**src/rem_pkg.sv**
```systemverilog
package rem_pkg;

  localparam int unsigned MASK_W = 16;
  localparam int unsigned REG_W  = 8;
  localparam int unsigned NUM_SRC = 8;

  // register indices; byte address is four times the index
  localparam logic [7:0] IDX_FRAME_A = 8'h0c;
  localparam logic [7:0] IDX_FRAME_B = 8'h0d;
  localparam logic [7:0] IDX_MASK_LO = 8'h0e;
  localparam logic [7:0] IDX_MASK_HI = 8'h0f;

  localparam logic [7:0] RST_FRAME_A = 8'h40;
  localparam logic [7:0] RST_FRAME_B = 8'h01;
  localparam logic [7:0] RST_MASK_LO = 8'h00;
  localparam logic [7:0] RST_MASK_HI = 8'h00;

  // frame_handling_control_b fields
  localparam int unsigned FB_TX_SETS_LISTEN = 0;
  localparam int unsigned FB_TX_STARVE_IGN  = 1;
  localparam int unsigned FB_PENDING_FORCE  = 2;
  localparam logic [7:0]  FB_WRITABLE       = 8'h07;

  // mask bits touched by dedicated strobes
  localparam int unsigned BIT_RX_ON  = 15;
  localparam int unsigned BIT_TX_ON  = 14;
  localparam int unsigned BIT_MASK13 = 13;

  // change sources, 0 is the highest priority
  localparam int unsigned SRC_DATA_BUS = 0;
  localparam int unsigned SRC_RF_OFF   = 1;
  localparam int unsigned SRC_TX_ON    = 2;
  localparam int unsigned SRC_RX_ON    = 3;
  localparam int unsigned SRC_OR       = 4;
  localparam int unsigned SRC_AND      = 5;
  localparam int unsigned SRC_BIT_SET  = 6;
  localparam int unsigned SRC_BIT_CLR  = 7;

  typedef enum logic [3:0] {
    REM_SEL_NONE    = 4'h0,
    REM_SEL_FRAME_A = 4'h1,
    REM_SEL_FRAME_B = 4'h2,
    REM_SEL_MASK_LO = 4'h4,
    REM_SEL_MASK_HI = 4'h8
  } rem_sel_type;

endpackage

```
**src/rem_mask_resolve.sv**
```systemverilog
`timescale 1ns/100ps
module rem_mask_resolve (
  input  wire logic [rem_pkg::MASK_W-1:0]                  cur_mask,
  input  wire logic [rem_pkg::NUM_SRC*rem_pkg::MASK_W-1:0] req_en,
  input  wire logic [rem_pkg::NUM_SRC*rem_pkg::MASK_W-1:0] req_val,
  output logic      [rem_pkg::MASK_W-1:0]                  next_mask
);
  import rem_pkg::*;

  genvar b;
  generate
    for (b = 0; b < MASK_W; b++) begin : g_bit
      // per bit: highest-priority requester touching this bit wins
      always_comb begin
        next_mask[b] = cur_mask[b];
        for (int s = NUM_SRC - 1; s >= 0; s--) begin
          if (req_en[s*MASK_W + b]) begin
            next_mask[b] = req_val[s*MASK_W + b];
          end
        end
      end
    end
  endgenerate

endmodule

```
**src/rem_receive_enable_mask_control.sv**
```systemverilog
`timescale 1ns/100ps
// Functional notes
// - frame_b bit 2 high forces ack pending bit to one, else fsm decides
// - underflow-ignore low: transmit underflow aborts the ongoing transmission
// - underflow-ignore high: underflow ignored, length field sets byte count
// - frame_b bit 0 (reset 1) lets transmit-on strobe set mask bit 14
// - non-zero mask enables receiver when idle and after transmissions
// - receive-on strobe sets mask bit 15 only
// - radio-off strobe clears the whole mask
// - mask-and instruction ands the mask with its 16-bit parameter
// - mask-or instruction ors the mask with its 16-bit parameter
// - mask is register writable; bit set/clear reach any of 16 bits
// - dedicated strobes set and clear mask bit 13
// - simultaneous requests on different bits are all applied
// - data bus changes beat every other source
// - strobe priority: off, tx-on, rx-on, or, and, bit13 set, bit13 clear
// - mask held as two bytes reset to zero, low byte at lower address
module rem_receive_enable_mask_control (
  input  wire logic                       clk,
  input  wire logic                       srst,
  input  wire logic [7:0]                 avs_address,
  input  wire logic                       avs_read,
  input  wire logic                       avs_write,
  input  wire logic [31:0]                avs_writedata,
  input  wire logic [3:0]                 avs_byteenable,
  output logic      [31:0]                avs_readdata,
  output logic                            avs_waitrequest,
  input  wire logic                       radio_off_strobe,
  input  wire logic                       transmit_on_strobe,
  input  wire logic                       receive_on_strobe,
  input  wire logic                       mask_bit13_set_strobe,
  input  wire logic                       mask_bit13_clear_strobe,
  input  wire logic                       mask_and_instruction,
  input  wire logic                       mask_or_instruction,
  input  wire logic [rem_pkg::MASK_W-1:0] mask_parameter,
  input  wire logic                       bit_set_instruction,
  input  wire logic                       bit_clear_instruction,
  input  wire logic [3:0]                 bit_index,
  input  wire logic                       memory_write_instruction,
  input  wire logic [7:0]                 mem_wr_index,
  input  wire logic [7:0]                 mem_wr_data,
  input  wire logic                       fsm_pending_bit,
  input  wire logic                       tx_underflow_event,
  output logic                            receiver_enable,
  output logic                            ack_pending_bit,
  output logic                            tx_abort,
  output logic                            tx_length_mode,
  output logic      [rem_pkg::MASK_W-1:0] receive_on_mask
);
  import rem_pkg::*;

  function automatic rem_sel_type decode_index(input logic [7:0] idx);
    rem_sel_type sel;
    sel = REM_SEL_NONE;
    if (idx == IDX_FRAME_A) begin
      sel = REM_SEL_FRAME_A;
    end else if (idx == IDX_FRAME_B) begin
      sel = REM_SEL_FRAME_B;
    end else if (idx == IDX_MASK_LO) begin
      sel = REM_SEL_MASK_LO;
    end else if (idx == IDX_MASK_HI) begin
      sel = REM_SEL_MASK_HI;
    end
    return sel;
  endfunction

  logic [REG_W-1:0]          frame_a_q;
  logic [REG_W-1:0]          frame_b_q;
  logic [MASK_W-1:0]         mask_q;
  logic [MASK_W-1:0]         mask_d;
  logic                      wait_q;
  logic [31:0]               rdata_q;
  logic                      rx_en_q;
  logic                      ack_pend_q;
  logic                      tx_abort_q;
  logic                      tx_len_q;

  logic                      req;
  logic                      accept_wr;
  logic                      word_ok;
  rem_sel_type               bus_sel;
  rem_sel_type               mem_sel;
  logic                      bus_wr_lane;
  logic [7:0]                bus_wdata;

  logic [MASK_W-1:0]         bus_en;
  logic [MASK_W-1:0]         bus_val;
  logic [NUM_SRC*MASK_W-1:0] req_en;
  logic [NUM_SRC*MASK_W-1:0] req_val;

  assign req         = avs_read | avs_write;
  assign word_ok     = (avs_address[1:0] == 2'b00);
  assign bus_sel     = word_ok ? decode_index({2'b00, avs_address[7:2]}) : REM_SEL_NONE;
  assign mem_sel     = decode_index(mem_wr_index);
  assign accept_wr   = avs_write & ~wait_q;
  assign bus_wr_lane = accept_wr & avs_byteenable[0];
  assign bus_wdata   = avs_writedata[7:0];

  // one wait cycle, then the request is taken
  always_ff @(posedge clk) begin
    if (srst) begin
      wait_q <= 1'b1;
    end else begin
      wait_q <= ~(req & wait_q);
    end
  end

  always_ff @(posedge clk) begin
    if (srst) begin
      rdata_q <= 32'h0000_0000;
    end else if (avs_read & wait_q) begin
      unique case (bus_sel)
        REM_SEL_FRAME_A: rdata_q <= {24'h00_0000, frame_a_q};
        // reserved frame_b bits read zero
        // reserved zero
        REM_SEL_FRAME_B: rdata_q <= {24'h00_0000, frame_b_q & FB_WRITABLE};
        REM_SEL_MASK_LO: rdata_q <= {24'h00_0000, mask_q[7:0]};
        REM_SEL_MASK_HI: rdata_q <= {24'h00_0000, mask_q[15:8]};
        REM_SEL_NONE:    rdata_q <= 32'h0000_0000;
      endcase
    end
  end

  always_ff @(posedge clk) begin
    if (srst) begin
      frame_a_q <= RST_FRAME_A;
    end else if (bus_wr_lane && bus_sel == REM_SEL_FRAME_A) begin
      frame_a_q <= bus_wdata;
    end else if (memory_write_instruction && mem_sel == REM_SEL_FRAME_A) begin
      frame_a_q <= mem_wr_data;
    end
  end

  always_ff @(posedge clk) begin
    if (srst) begin
      frame_b_q <= RST_FRAME_B;
    end else if (bus_wr_lane && bus_sel == REM_SEL_FRAME_B) begin
      frame_b_q <= bus_wdata & FB_WRITABLE;
    end else if (memory_write_instruction && mem_sel == REM_SEL_FRAME_B) begin
      frame_b_q <= mem_wr_data & FB_WRITABLE;
    end
  end

  // data bus requests: register write, memory write, bit set and clear
  always_comb begin
    bus_en  = '0;
    bus_val = '0;
    if (bit_set_instruction) begin
      bus_en[bit_index]  = 1'b1;
      bus_val[bit_index] = 1'b1;
    end
    if (bit_clear_instruction) begin
      bus_en[bit_index]  = 1'b1;
      bus_val[bit_index] = 1'b0;
    end
    if (memory_write_instruction && mem_sel == REM_SEL_MASK_LO) begin
      bus_en[7:0]  = 8'hff;
      bus_val[7:0] = mem_wr_data;
    end
    if (memory_write_instruction && mem_sel == REM_SEL_MASK_HI) begin
      bus_en[15:8]  = 8'hff;
      bus_val[15:8] = mem_wr_data;
    end
    if (bus_wr_lane && bus_sel == REM_SEL_MASK_LO) begin
      bus_en[7:0]  = 8'hff;
      bus_val[7:0] = bus_wdata;
    end
    if (bus_wr_lane && bus_sel == REM_SEL_MASK_HI) begin
      bus_en[15:8]  = 8'hff;
      bus_val[15:8] = bus_wdata;
    end
  end

  always_comb begin
    req_en  = '0;
    req_val = '0;
    req_en[SRC_DATA_BUS*MASK_W +: MASK_W]  = bus_en;
    req_val[SRC_DATA_BUS*MASK_W +: MASK_W] = bus_val;
    if (radio_off_strobe) begin
      req_en[SRC_RF_OFF*MASK_W +: MASK_W] = '1;
    end
    if (transmit_on_strobe && frame_b_q[FB_TX_SETS_LISTEN]) begin
      req_en[SRC_TX_ON*MASK_W + BIT_TX_ON]  = 1'b1;
      req_val[SRC_TX_ON*MASK_W + BIT_TX_ON] = 1'b1;
    end
    if (receive_on_strobe) begin
      req_en[SRC_RX_ON*MASK_W + BIT_RX_ON]  = 1'b1;
      req_val[SRC_RX_ON*MASK_W + BIT_RX_ON] = 1'b1;
    end
    if (mask_or_instruction) begin
      req_en[SRC_OR*MASK_W +: MASK_W]  = mask_parameter;
      req_val[SRC_OR*MASK_W +: MASK_W] = '1;
    end
    if (mask_and_instruction) begin
      req_en[SRC_AND*MASK_W +: MASK_W] = ~mask_parameter;
    end
    if (mask_bit13_set_strobe) begin
      req_en[SRC_BIT_SET*MASK_W + BIT_MASK13]  = 1'b1;
      req_val[SRC_BIT_SET*MASK_W + BIT_MASK13] = 1'b1;
    end
    if (mask_bit13_clear_strobe) begin
      req_en[SRC_BIT_CLR*MASK_W + BIT_MASK13] = 1'b1;
    end
  end

  rem_mask_resolve u_resolve (
    .cur_mask  (mask_q),
    .req_en    (req_en),
    .req_val   (req_val),
    .next_mask (mask_d)
  );

  always_ff @(posedge clk) begin
    if (srst) begin
      mask_q <= {RST_MASK_HI, RST_MASK_LO};
    end else begin
      mask_q <= mask_d;
    end
  end

  always_ff @(posedge clk) begin
    if (srst) begin
      rx_en_q <= 1'b0;
    end else begin
      rx_en_q <= (mask_d != '0);
    end
  end

  always_ff @(posedge clk) begin
    if (srst) begin
      ack_pend_q <= 1'b0;
    end else begin
      ack_pend_q <= frame_b_q[FB_PENDING_FORCE] | fsm_pending_bit;
    end
  end

  always_ff @(posedge clk) begin
    if (srst) begin
      tx_abort_q <= 1'b0;
    end else begin
      tx_abort_q <= tx_underflow_event & ~frame_b_q[FB_TX_STARVE_IGN];
    end
  end

  always_ff @(posedge clk) begin
    if (srst) begin
      tx_len_q <= 1'b0;
    end else begin
      tx_len_q <= frame_b_q[FB_TX_STARVE_IGN];
    end
  end

  assign avs_readdata    = rdata_q;
  assign avs_waitrequest = wait_q;
  assign receiver_enable = rx_en_q;
  assign ack_pending_bit = ack_pend_q;
  assign tx_abort        = tx_abort_q;
  assign tx_length_mode  = tx_len_q;
  assign receive_on_mask = mask_q;

endmodule

```
**config.mk**
```make
export PLATFORM = sky130hd
export DESIGN_NAME = rem_receive_enable_mask_control
export DESIGN_NICKNAME = d
export VERILOG_FILES = /design/src/rem_pkg.sv /design/src/rem_mask_resolve.sv /design/src/rem_receive_enable_mask_control.sv
export SDC_FILE = /design/constraint.sdc
export NUM_CORES = 1
export LEC_CHECK = 0
export ABC_AREA = 1
export BUFFER_PORTS_ARGS = -buffer_cell sky130_fd_sc_hd__buf_2
export CAP_MARGIN = 10
export CORE_MARGIN = 4
export CORE_UTILIZATION = 47
export DETAILED_ROUTE_END_ITERATION = 10
export GPL_ROUTABILITY_DRIVEN = 1
export GPL_TIMING_DRIVEN = 0
export PLACE_DENSITY = 0.81
export SLEW_MARGIN = 20
export SYNTH_ARGS = -nofsm -noshare
export SYNTH_HDL_FRONTEND = slang
export SYNTH_SLANG_ARGS = --single-unit
```
**constraint.sdc**
```tcl
create_clock -name clk -period 1.65 [get_ports clk]
set_clock_uncertainty 0.1 [all_clocks]
set_input_delay 0.2475 -clock clk [delete_from_list [all_inputs] [get_ports clk]]
set_output_delay 0.2475 -clock clk [all_outputs]
set_load 0.03 [all_outputs]
```
; Word-level counts from Yosys, hierarchy flattened
; Index checks and enable logic that the tools add are counted.
[classes]
reduce_logical = 15
n_eq_ne = 16
n_bitwise = 14
order_cmp = 2
n_mux = 103
[ops]
columns = cell, count
row1 = case mux 32 bit (5 select lines), 1
row2 = 2-to-1 mux 16 bit, 7
row3 = 2-to-1 mux 8 bit, 10
row4 = 2-to-1 mux 1 bit, 73
row5 = 2-to-1 mux 4 bit, 9
row6 = == test 8 x 4 -> 1 bit (second input constant), 4
row7 = inverter 16 bit, 2
row8 = == test 6 x 4 -> 1 bit (second input constant), 4
row9 = AND 16 bit, 1
row10 = OR 16 bit, 1
row11 = nonzero test 16 bit, 1
row12 = logical AND 1 bit, 10
row13 = == test 4 x 1 -> 1 bit (second input constant), 2
row14 = == test 4 x 2 -> 1 bit (second input constant), 2
row15 = == test 4 x 3 -> 1 bit (second input constant), 2
row16 = == test 4 bit (second input constant), 2
row17 = 2-to-1 mux 3 bit, 2
row18 = AND 1 bit, 5
row19 = less-than comparator 4 x 5 -> 1 bit (second input constant), 1
row20 = demux 1 bit (select 4 bit), 1
row21 = >= comparator 4 x 1 -> 1 bit (second input constant), 1
row22 = zero test 4 bit, 1
row23 = nonzero test 2 bit, 2
row24 = inverter 1 bit, 3
row25 = other kinds (2), 3
[word_totals]
ff_bits = 64
input_bits = 96
wordCells = 159

; Depth between registers and ports, before layout
; Gate-level depths: netlist of the first run.
[depth]
ltp_word = 11
ltp_mapped = 15
mapped_depth_nobuf = 14

; Cells and area by module
; Synthesis of the first run repeated with hierarchy kept, for this count alone.
[hier_totals]
cells_unflattened = 888
hier_area_um2 = 4650.7
[modules_own_cells]
columns = mod, cells_each, seq_area_each_um2, area_each_um2, n_inst
row1 = rem_receive_enable_mask_control, 472, 800.8, 2869.0, 1
row2 = rem_mask_resolve, 416, 0.0, 1781.7, 1

; Worst setup path before layout of the first run
; Ideal clock, no wire load.
[synth_path]
kind = flip-flop to flip-flop
startpoint = register wait_q (netlist: avs_waitrequest)
endpoint = register rx_en_q (netlist: receiver_enable)
stages_incl_launch_ff = 11
path_buffers = 0
arrival_time_ns = 1.354
slack_ns = 0.068
required_ns = 1.422
setup_ns = 0.128
synth_period_minus_slack_ns = 1.582
path_cell_list = dfxtp_1 -> nor2_4 -> nand3_2 -> clkinv_2 -> nand2_1 -> nand2_1 -> nand2_1 -> nor2_1 -> nand2_1 -> nor2_1 -> nor2_1
[synth_via]
elab_chain_cells = 7
[synth_rtl]
columns = element, line_no
row1 = from (decl), rem_receive_enable_mask_control.sv:71  ; logic wait_q;
row2 = from (signal assigned), rem_receive_enable_mask_control.sv:104  ; wait_q <= ~(req & wait_q);
row3 = inverter 1 bit (*), rem_receive_enable_mask_control.sv:95  ; assign accept_wr = avs_write & ~wait_q;
row4 = AND 1 bit (*), rem_receive_enable_mask_control.sv:95
row5 = AND 1 bit (*), rem_receive_enable_mask_control.sv:96  ; assign bus_wr_lane = accept_wr & avs_byteenable[0];
row6 = "logical AND 1 bit, on equally long branches", "rem_receive_enable_mask_control.sv:164, rem_receive_enable_mask_control.sv:168"
row7 = "2-to-1 mux 8 bit, on equally long branches", "rem_receive_enable_mask_control.sv:164, rem_receive_enable_mask_control.sv:168"
row8 = 2-to-1 mux 1 bit, rem_mask_resolve.sv:17  ; if (req_en[s*MASK_W + b]) begin
row9 = nonzero test 16 bit (*), rem_receive_enable_mask_control.sv:225  ; rx_en_q <= (mask_d != '0);
row10 = to (signal assigned), rem_receive_enable_mask_control.sv:225
row11 = to (decl), rem_receive_enable_mask_control.sv:73  ; logic rx_en_q;
; Mark *: on every way between the ends. The rest lies on a longest branch, timed or not.
; A chain may end at the register's enable or synchronous reset.

; Worst setup path in the final report of the first run
; Ends and elaborated chain as after synthesis.

==> flow_metrics.tcl, run 1 <==
set metrics [dict create \
    yosysSeqAreaShare_pct 25.84 \
    vias 3755 \
    grt.met2_usage_pct 39.79 \
    crit_path_start "avs_waitrequest" \
    grt_max_degree 13 \
    synthFlopType "dfxtp_1" \
    clk_pin_slew_ns 0.07 \
    r2r_start "avs_waitrequest" \
    track_usage_pct 25.24 \
    met1_usage_pct 35.87 \
    layout-drive-gt1-share_pct 35.83 \
    die_x_um 89.21 \
    htreeDepth 2 \
    routedWlPerCell_um 14.27 \
    crit_path_start_kind "register" \
    postRouteAntennaNets 0 \
    hold_buffers 0 \
    grt-busiest-layer "met2" \
    gp_congestion 0.8842 \
    grt.overflow.total 0 \
    synth_edf_count 0 \
    cts-root-buf "clkbuf_8" \
    synthToLayoutAreaGrowth_pct 36.98 \
    fin_tns_setup_ns 0 \
    ys_seq_elements 40 \
    start_util_pct 48.53 \
    synth_cells 528 \
    drcViolationCount 0 \
    clockPowerShare_pct 26.2 \
    async_flop_share_pct 0 \
    clkLatencyLatePin_ns 0.30 \
    instances_no_fill 744 \
    dp_hpwl_um 8353 \
    crit_fanout 8 \
    required_ns 1.72 \
    cts.sinks 40 \
    synth_most_common_cell "nand2_1" \
    port-buffer-count 94 \
    cts_buffer_depth 2 \
    drv_slew 0 \
    tightest_slew_ns 0.5243 \
    use_met3_pct 3.041 \
    num_rows 29 \
    p_leak_nw 2.417 \
    cts-buffers-inserted 5 \
    crit_type "reg -> reg" \
    power.internal_mw 1.542 \
    path_common_cell "nand2_1" \
    hold_start "avs_read" \
    synth_cell_types 32 \
    syn_avg_cell_area_um2 5.870 \
    hold_class "in -> reg" \
    crit_arrival_ns 1.72 \
    cts_tree "done" \
    maxCapViolCount 0 \
    placed_cells 722 \
    nNetsFinal 763 \
    crit_buf_inv 1 \
    routed_wl_um 10620 \
    fillers 592 \
    antenna_found_initial 0 \
    setup_violations 0 \
    drt-initial-drc-count 225 \
    vdd_drop_max_mv 0.5261 \
    finalPower_mw 2.396 \
    period_share_pct 99.70 \
    pwr-share-seq_pct 42.9 \
    fp.dieArea_mm2 0.007958 \
    rsz0062_at_grt "true" \
    status "finished clean" \
    finalHoldViolCount 0 \
    synth_top_cell_by_area "dfxtp_1" \
    synth_common_cells "nand2_1, inv_1, nand3_1" \
    core_area_mm2 0.006386 \
    n_antenna_cell 0 \
    yosys-top-cells-area "dfxtp_1, nand2_1, nand3_1" \
    drt-vias-per-instance 5.047 \
    relSlewSlack_pct 64.78 \
    p_sw_share_pct 35.67 \
    io_pins 149 \
    cp-end-kind "register" \
    detail_route.first_pass.iterations 5 \
    grt_pass1_wl_um 15290 \
    critPathMaxStageDelay_ns 0.36 \
    path_cells "nor2_4 -> nand3_4 -> clkinv_8 -> nand2_1 -> nand2_2 -> nand2_1 -> nor2_1 -> nand2_1 -> nor2_2 -> nor2_1" \
    first_global_vias 3151 \
    yosysWarnings 0 \
    die_h_um 89.21 \
    power_density_mw_per_mm2 564.5 \
    power_switching_uw 854.8 \
    synth.top_cell.area_share_pct 25.84 \
    min_period_ns 1.645 \
    syn-cell-area_mm2 0.003099 \
    cp_top_family "simple AND/OR/NAND/NOR gates" \
    p_comb_share_pct 30.9 \
    fmax_mhz 607.9 \
    slowest_stage "dfxtp_4" \
]
[cell families (layout without fill, tap and decap cells)]
group / Yosys count / count (layout) / synth area share, %
AND/OR/NAND/NOR: 319 / 319 / 46.35
AO/OA/AOI/OAI: 51 / 51 / 9.689
other: 1 / 24 / 0.1210
buffers and inverters: 117 / 233 / 18.01
flip-flops: 40 / 40 / 25.84
[what timing repair did]
action / in CTS / in global routing
gates cloned: 0 / 0
buffers inserted: 1 / 15
resized for setup: 2 / 88
endpoints found under the setup margin: 1 / 2
endpoints found under the hold margin: 0 / 0
pin swaps: 1 / 33
[power by group through the flow]
stage	Clock (mW)	Sequential, mW	Combinational, mW
6_report	0.628	1.03	0.740
5_1_grt	0.658	1.03	0.805
4_1_cts	0.633	1.03	0.665
3_5_place_dp	0	1.05	0.662
3_3_place_gp	0	1.05	0.654
2_1_floorplan	0	1.12	0.369
[area by class of cell]
| class | instances | area [um2] | share of cell area, % |
|---|---|---|---|
| multi-input cells | 394 | 2081 | 49.01 |
| flip-flops and latches | 40 | 804.5 | 18.95 |
| repair buffers | 109 | 601.8 | 14.18 |
| inverters | 81 | 329.1 | 7.751 |
| plain buffers | 36 | 251.5 | 5.924 |
| well taps | 77 | 96.34 | 2.269 |
| clock buffers | 5 | 68.82 | 1.621 |
| clock inverters | 2 | 12.51 | 0.2947 |
[metrics by stage]
| step | setup WS, ns | utilization [%] | area (um2) | hold WS (ns) |
|---|---|---|---|---|
| finish | 0.004870 | 66.48 | 4245 | 0.04390 |
| global route | -0.09272 | 66.48 | 4245 | 0.05520 |
| CTS | 0.003078 | 60.33 | 3852 | 0.05409 |
| detailed placement | -0.2399 | 58.76 | 3752 | 0.3578 |
| global placement | -0.2197 | 58.76 | 3752 | 0.3478 |
| floorplan | 0.06848 | - | 3186 | 0.2633 |
[path summary, 6_finish.rpt]
kind / end / slack (ns) / cells after the start
setup reg to reg: receiver_enable / 0.005 / 10
hold / removal: avs_waitrequest / 0.04 / 2
hold reg to reg: ack_pending_bit / 0.38 / 2
setup / recovery: receiver_enable / 0.005 / 10
[flip-flops by register name (all words and copies together) (netlist names)]
| signal | count |
|---|---|
| ack_pending_bit | 1 |
| tx_length_mode | 1 |
| avs_waitrequest | 1 |
| receiver_enable | 1 |
| receive_on_mask | 16 |
| frame_a_q | 8 |
| avs_readdata | 8 |
| tx_abort | 1 |
| frame_b_q | 3 |
[per-layer routing]
metal	part of all wire [%]	wire (um)	up-vias
met4	1.7	181	0
li1	-	-	1890
met5	0	0	-
met1	43	4554	1668
met2	47	4949	184
met3	8.8	933	13
[placed cells by master, fill, tap and decap left out, types with 2 or more instances in the layout]
cell / netlist / final
nand2_1: 183 / 140
buf_2: 5 / 99
inv_1: 74 / 72
nand3_1: 74 / 70
dfxtp_1: 40 / 39
buf_4: 25 / 35
nand2_2: 7 / 32
nor2_1: 34 / 28
conb_1: 1 / 24
nand2_4: 0 / 17
a21oi_1: 15 / 15
nor2_2: 9 / 14
o21ai_0: 13 / 13
a31oi_1: 8 / 8
inv_2: 5 / 7
buf_6: 2 / 7
nor2_4: 4 / 5
clkbuf_8: 0 / 5
o211ai_1: 4 / 4
nand3_2: 1 / 4
o221ai_1: 4 / 4
clkbuf_1: 3 / 3
o21ai_1: 3 / 3
nor3_2: 2 / 2
nand3_4: 1 / 2
clkinv_8: 0 / 2
a211oi_1: 2 / 2
No activity file was read; power rests on OpenSTA's default activity.
==> inputs of run 2 (changes only) <==
--- a/config.mk
+++ b/config.mk
@@ -9,12 +9,14 @@
 export BUFFER_PORTS_ARGS = -buffer_cell sky130_fd_sc_hd__buf_2
 export CAP_MARGIN = 10
 export CORE_MARGIN = 4
-export CORE_UTILIZATION = 47
+export CORE_UTILIZATION = 53
 export DETAILED_ROUTE_END_ITERATION = 10
 export GPL_ROUTABILITY_DRIVEN = 1
 export GPL_TIMING_DRIVEN = 0
-export PLACE_DENSITY = 0.81
+export PLACE_DENSITY = 0.83
+export SKIP_LAST_GASP = 1
 export SLEW_MARGIN = 20
 export SYNTH_ARGS = -nofsm -noshare
 export SYNTH_HDL_FRONTEND = slang
+export SYNTH_HIERARCHICAL = 1
 export SYNTH_SLANG_ARGS = --single-unit
==> constraint.sdc (replaced) <==
create_clock -name clk -period 1.8 [get_ports clk]
set_clock_uncertainty 0.1 [all_clocks]
set_input_delay 0.27 -clock clk [delete_from_list [all_inputs] [get_ports clk]]
set_output_delay 0.27 -clock clk [all_outputs]
set_load 0.03 [all_outputs]
==> run 2 against run 1 <==
  * The flow now finishes with violations (negative setup slack)
  * First-iteration DRC count up 47%
  * Clock power rose by 16%
  * Flip-flop and latch count unchanged
  * Global-route usage rose by 0.26 points
  * Non-clock buffer count increased by 1
  * Die area up 30%
  * Total power increased by 12%
  * Critical path type unchanged
  * Critical endpoint unchanged
  * Largest cell class unchanged
  * Largest power group is now combinational logic
  * Highest routed layer unchanged
==> flow_metrics.tcl, run 2 <==
set metrics [dict create \
    status "finished, violations left" \
    violations "negative setup slack" \
    drt-initial-drc-count 330 \
    drcViolationCount 0 \
    layout_common_cells "nand2_1, conb_1, inv_1, nand3_1, buf_2" \
    clk_pin_slew_ns 0.08 \
    start_util_pct 55.49 \
    rrSetupSlack_ns -0.09 \
    hold_depth 3 \
    p_leak_nw 3.603 \
    crit_end "receiver_enable" \
    async_flop_share_pct 0 \
    syn_avg_cell_area_um2 5.237 \
    drv_slew 0 \
    pre_cts_ws_ns -0.8265 \
    fp.dieArea_mm2 0.01034 \
    die_h_um 101.7 \
    synth_top_cell_by_area "nand2_1" \
    largest_reg_flops 16 \
    n_antenna_cell 0 \
    crit_path_start "avs_waitrequest" \
    yosys-top-cells-area "nand2_1, dfxtp_1, nand3_1" \
    slowest_stage "dfxtp_4" \
    grt.overflow.total 0 \
    grt_max_degree 33 \
    tightest_slew_ns 0.6123 \
    syn-cell-area_mm2 0.004651 \
    worstReg2RegEnd "receiver_enable" \
    vdd_drop_max_mv 0.3354 \
    gp_congestion 0.9474 \
    hold_buffers 0 \
    path_cells "nor2_4 -> nand3_4 -> clkbuf_4 -> a31oi_1 -> nand2_1 -> nand2_1 -> inv_2 -> nand4_1 -> nor3_2 -> a31oi_1" \
    crit_arrival_ns 2.01 \
    critPathMaxStageDelay_ns 0.36 \
    fmax_mhz 528.0 \
    placed_cells 1310 \
    yosysWarnings 6 \
    ys_seq_elements 40 \
    layout_commonest_cell "nand2_1" \
    synthFlopType "dfxtp_1" \
    cts_tree "done" \
    whs_ns 0.07622 \
    period_share_pct 105.2 \
    rsz0062_at_grt "true" \
    crit_type "reg -> reg" \
    grt_pass1_wl_um 21460 \
    finalHoldViolCount 0 \
    htreeDepth 2 \
    power_density_mw_per_mm2 422.9 \
    drt-vias-per-instance 4.326 \
    min_period_ns 1.894 \
    die_x_um 101.7 \
    postRouteAntennaNets 0 \
    first_global_vias 4806 \
    num_rows 33 \
    cts.sinks 40 \
    r2r.worst_path.cells 10 \
    routedWlPerCell_um 9.962 \
    hold_class "in -> reg" \
    cts-buffers-inserted 5 \
    crit_path_start_kind "register" \
    detail_route.first_pass.iterations 5 \
    synth.top_cell.area_share_pct 20.66 \
    track_usage_pct 25.50 \
    routed_wl_um 13220 \
    synth_common_cells "nand2_1, inv_1, nand3_1" \
    fillers 806 \
    layout_setup_ws_ns -0.09377 \
    synth_most_common_cell "nand2_1" \
    yosysSeqAreaShare_pct 17.22 \
    required_ns 1.92 \
    synthToLayoutAreaGrowth_pct 36.91 \
    synth_cell_types 28 \
    r2r_start "avs_waitrequest" \
    cp-end-kind "register" \
    layout-drive-gt1-share_pct 17.92 \
    vias 5740 \
    setup_violations 1 \
    core_area_mm2 0.008382 \
    maxCapViolCount 0 \
    io_pins 149 \
    antenna_found_initial 0 \
    cts-root-buf "clkbuf_8" \
    port-buffer-count 96 \
    synth_cells 888 \
    nNetsFinal 1317 \
    instances_no_fill 1327 \
    crit_fanout 10 \
    synth_edf_count 0 \
    dp_hpwl_um 10960 \
    clkLatencyLatePin_ns 0.29 \
    relSlewSlack_pct 59.03 \
    cts_buffer_depth 2 \
]
[run 2: changes by cell type in the layout (fill, tap and decap cells not counted), moves of 17 or more]
cell,delta
a21oi_2,+17
a21oi_1,+29
nand2_1,+115
nand2_2,-27
nand3_1,+67
inv_1,+99
conb_1,+198
clkinv_1,+23
nor2_1,+42
[run 2: layout make-up]
class	count	area, um2	share of cell area [%]
well taps	105	131.4	2.063
clock buffers	6	72.57	1.140
inverters	204	768.2	12.07
flip-flops and latches	40	804.5	12.64
clock inverters	2	35.03	0.5502
multi-input cells	824	3706	58.20
plain buffers	41	297.8	4.677
repair buffers	105	551.8	8.666
[run 2: cells by family after synthesis]
family	after synthesis	synth area share, %
and+or+nand+nor	518	49.23
AOI/OAI and AO/OA	84	11.03
buffers and inverters	245	22.44
DFF	40	17.22
other	1	0.08063
[run 2: worst min-delay path by stage]
stage               startpoint         endpoint  slack (ns)
2_1_floorplan  fsm_pending_bit  ack_pending_bit        0.29
3_3_place_gp   avs_readdata[0]  avs_readdata[0]        0.35
5_1_grt               avs_read  avs_waitrequest        0.11
4_1_cts        fsm_pending_bit  ack_pending_bit        0.08
6_report       fsm_pending_bit  ack_pending_bit        0.08
3_5_place_dp   avs_readdata[0]  avs_readdata[0]        0.35
[run 2: metrics by stage]
stage	cell area (um2)	power [mW]	TNS, ns	utilization, %
4_1_cts	6272	2.654	-0.1300	74.83
6_report	6367	2.693	-0.09377	75.97
3_3_place_gp	6093	1.929	-4.162	72.70
3_5_place_dp	6093	1.937	-4.552	72.70
2_1_floorplan	5482	1.672	0	-
5_1_grt	6367	2.869	-0.1974	75.97
[run 2: worst max-delay path, delay by kind of cell (launching register included)]
kind	cells	cell delay, ns
AND/OR/NAND/NOR	6	0.61
AO/OA/AOI/OAI	2	0.48
buffers and inverters	2	0.26
flip-flops	1	0.36
[run 2: repair_timing]
item                                    in CTS  in global routing
endpoints found under the setup margin      11                  3
gates resized for setup                     14                 24
pin swaps                                    8                 15
cloned                                       0                  1
buffers inserted                             4                  4
[run 2: report_power, final]
group	total (mW)	switching [mW]	leakage [nW]	internal [mW]
Clock	0.728	0.316	0.0552	0.412
Sequential	0.974	0.0469	0.329	0.928
Combinational	0.991	0.654	3.22	0.337
Total	2.69	1.02	3.60	1.68
[run 2: metal layers]
metal | global-route usage, % | part of all wire, % | up-vias
met5 | 0 | 0 | -
met4 | 6.953 | 2.5 | 0
met3 | 2.617 | 8.3 | 27
met2 | 41.30 | 44 | 222
met1 | 36.00 | 45 | 2344
li1 | - | - | 3147
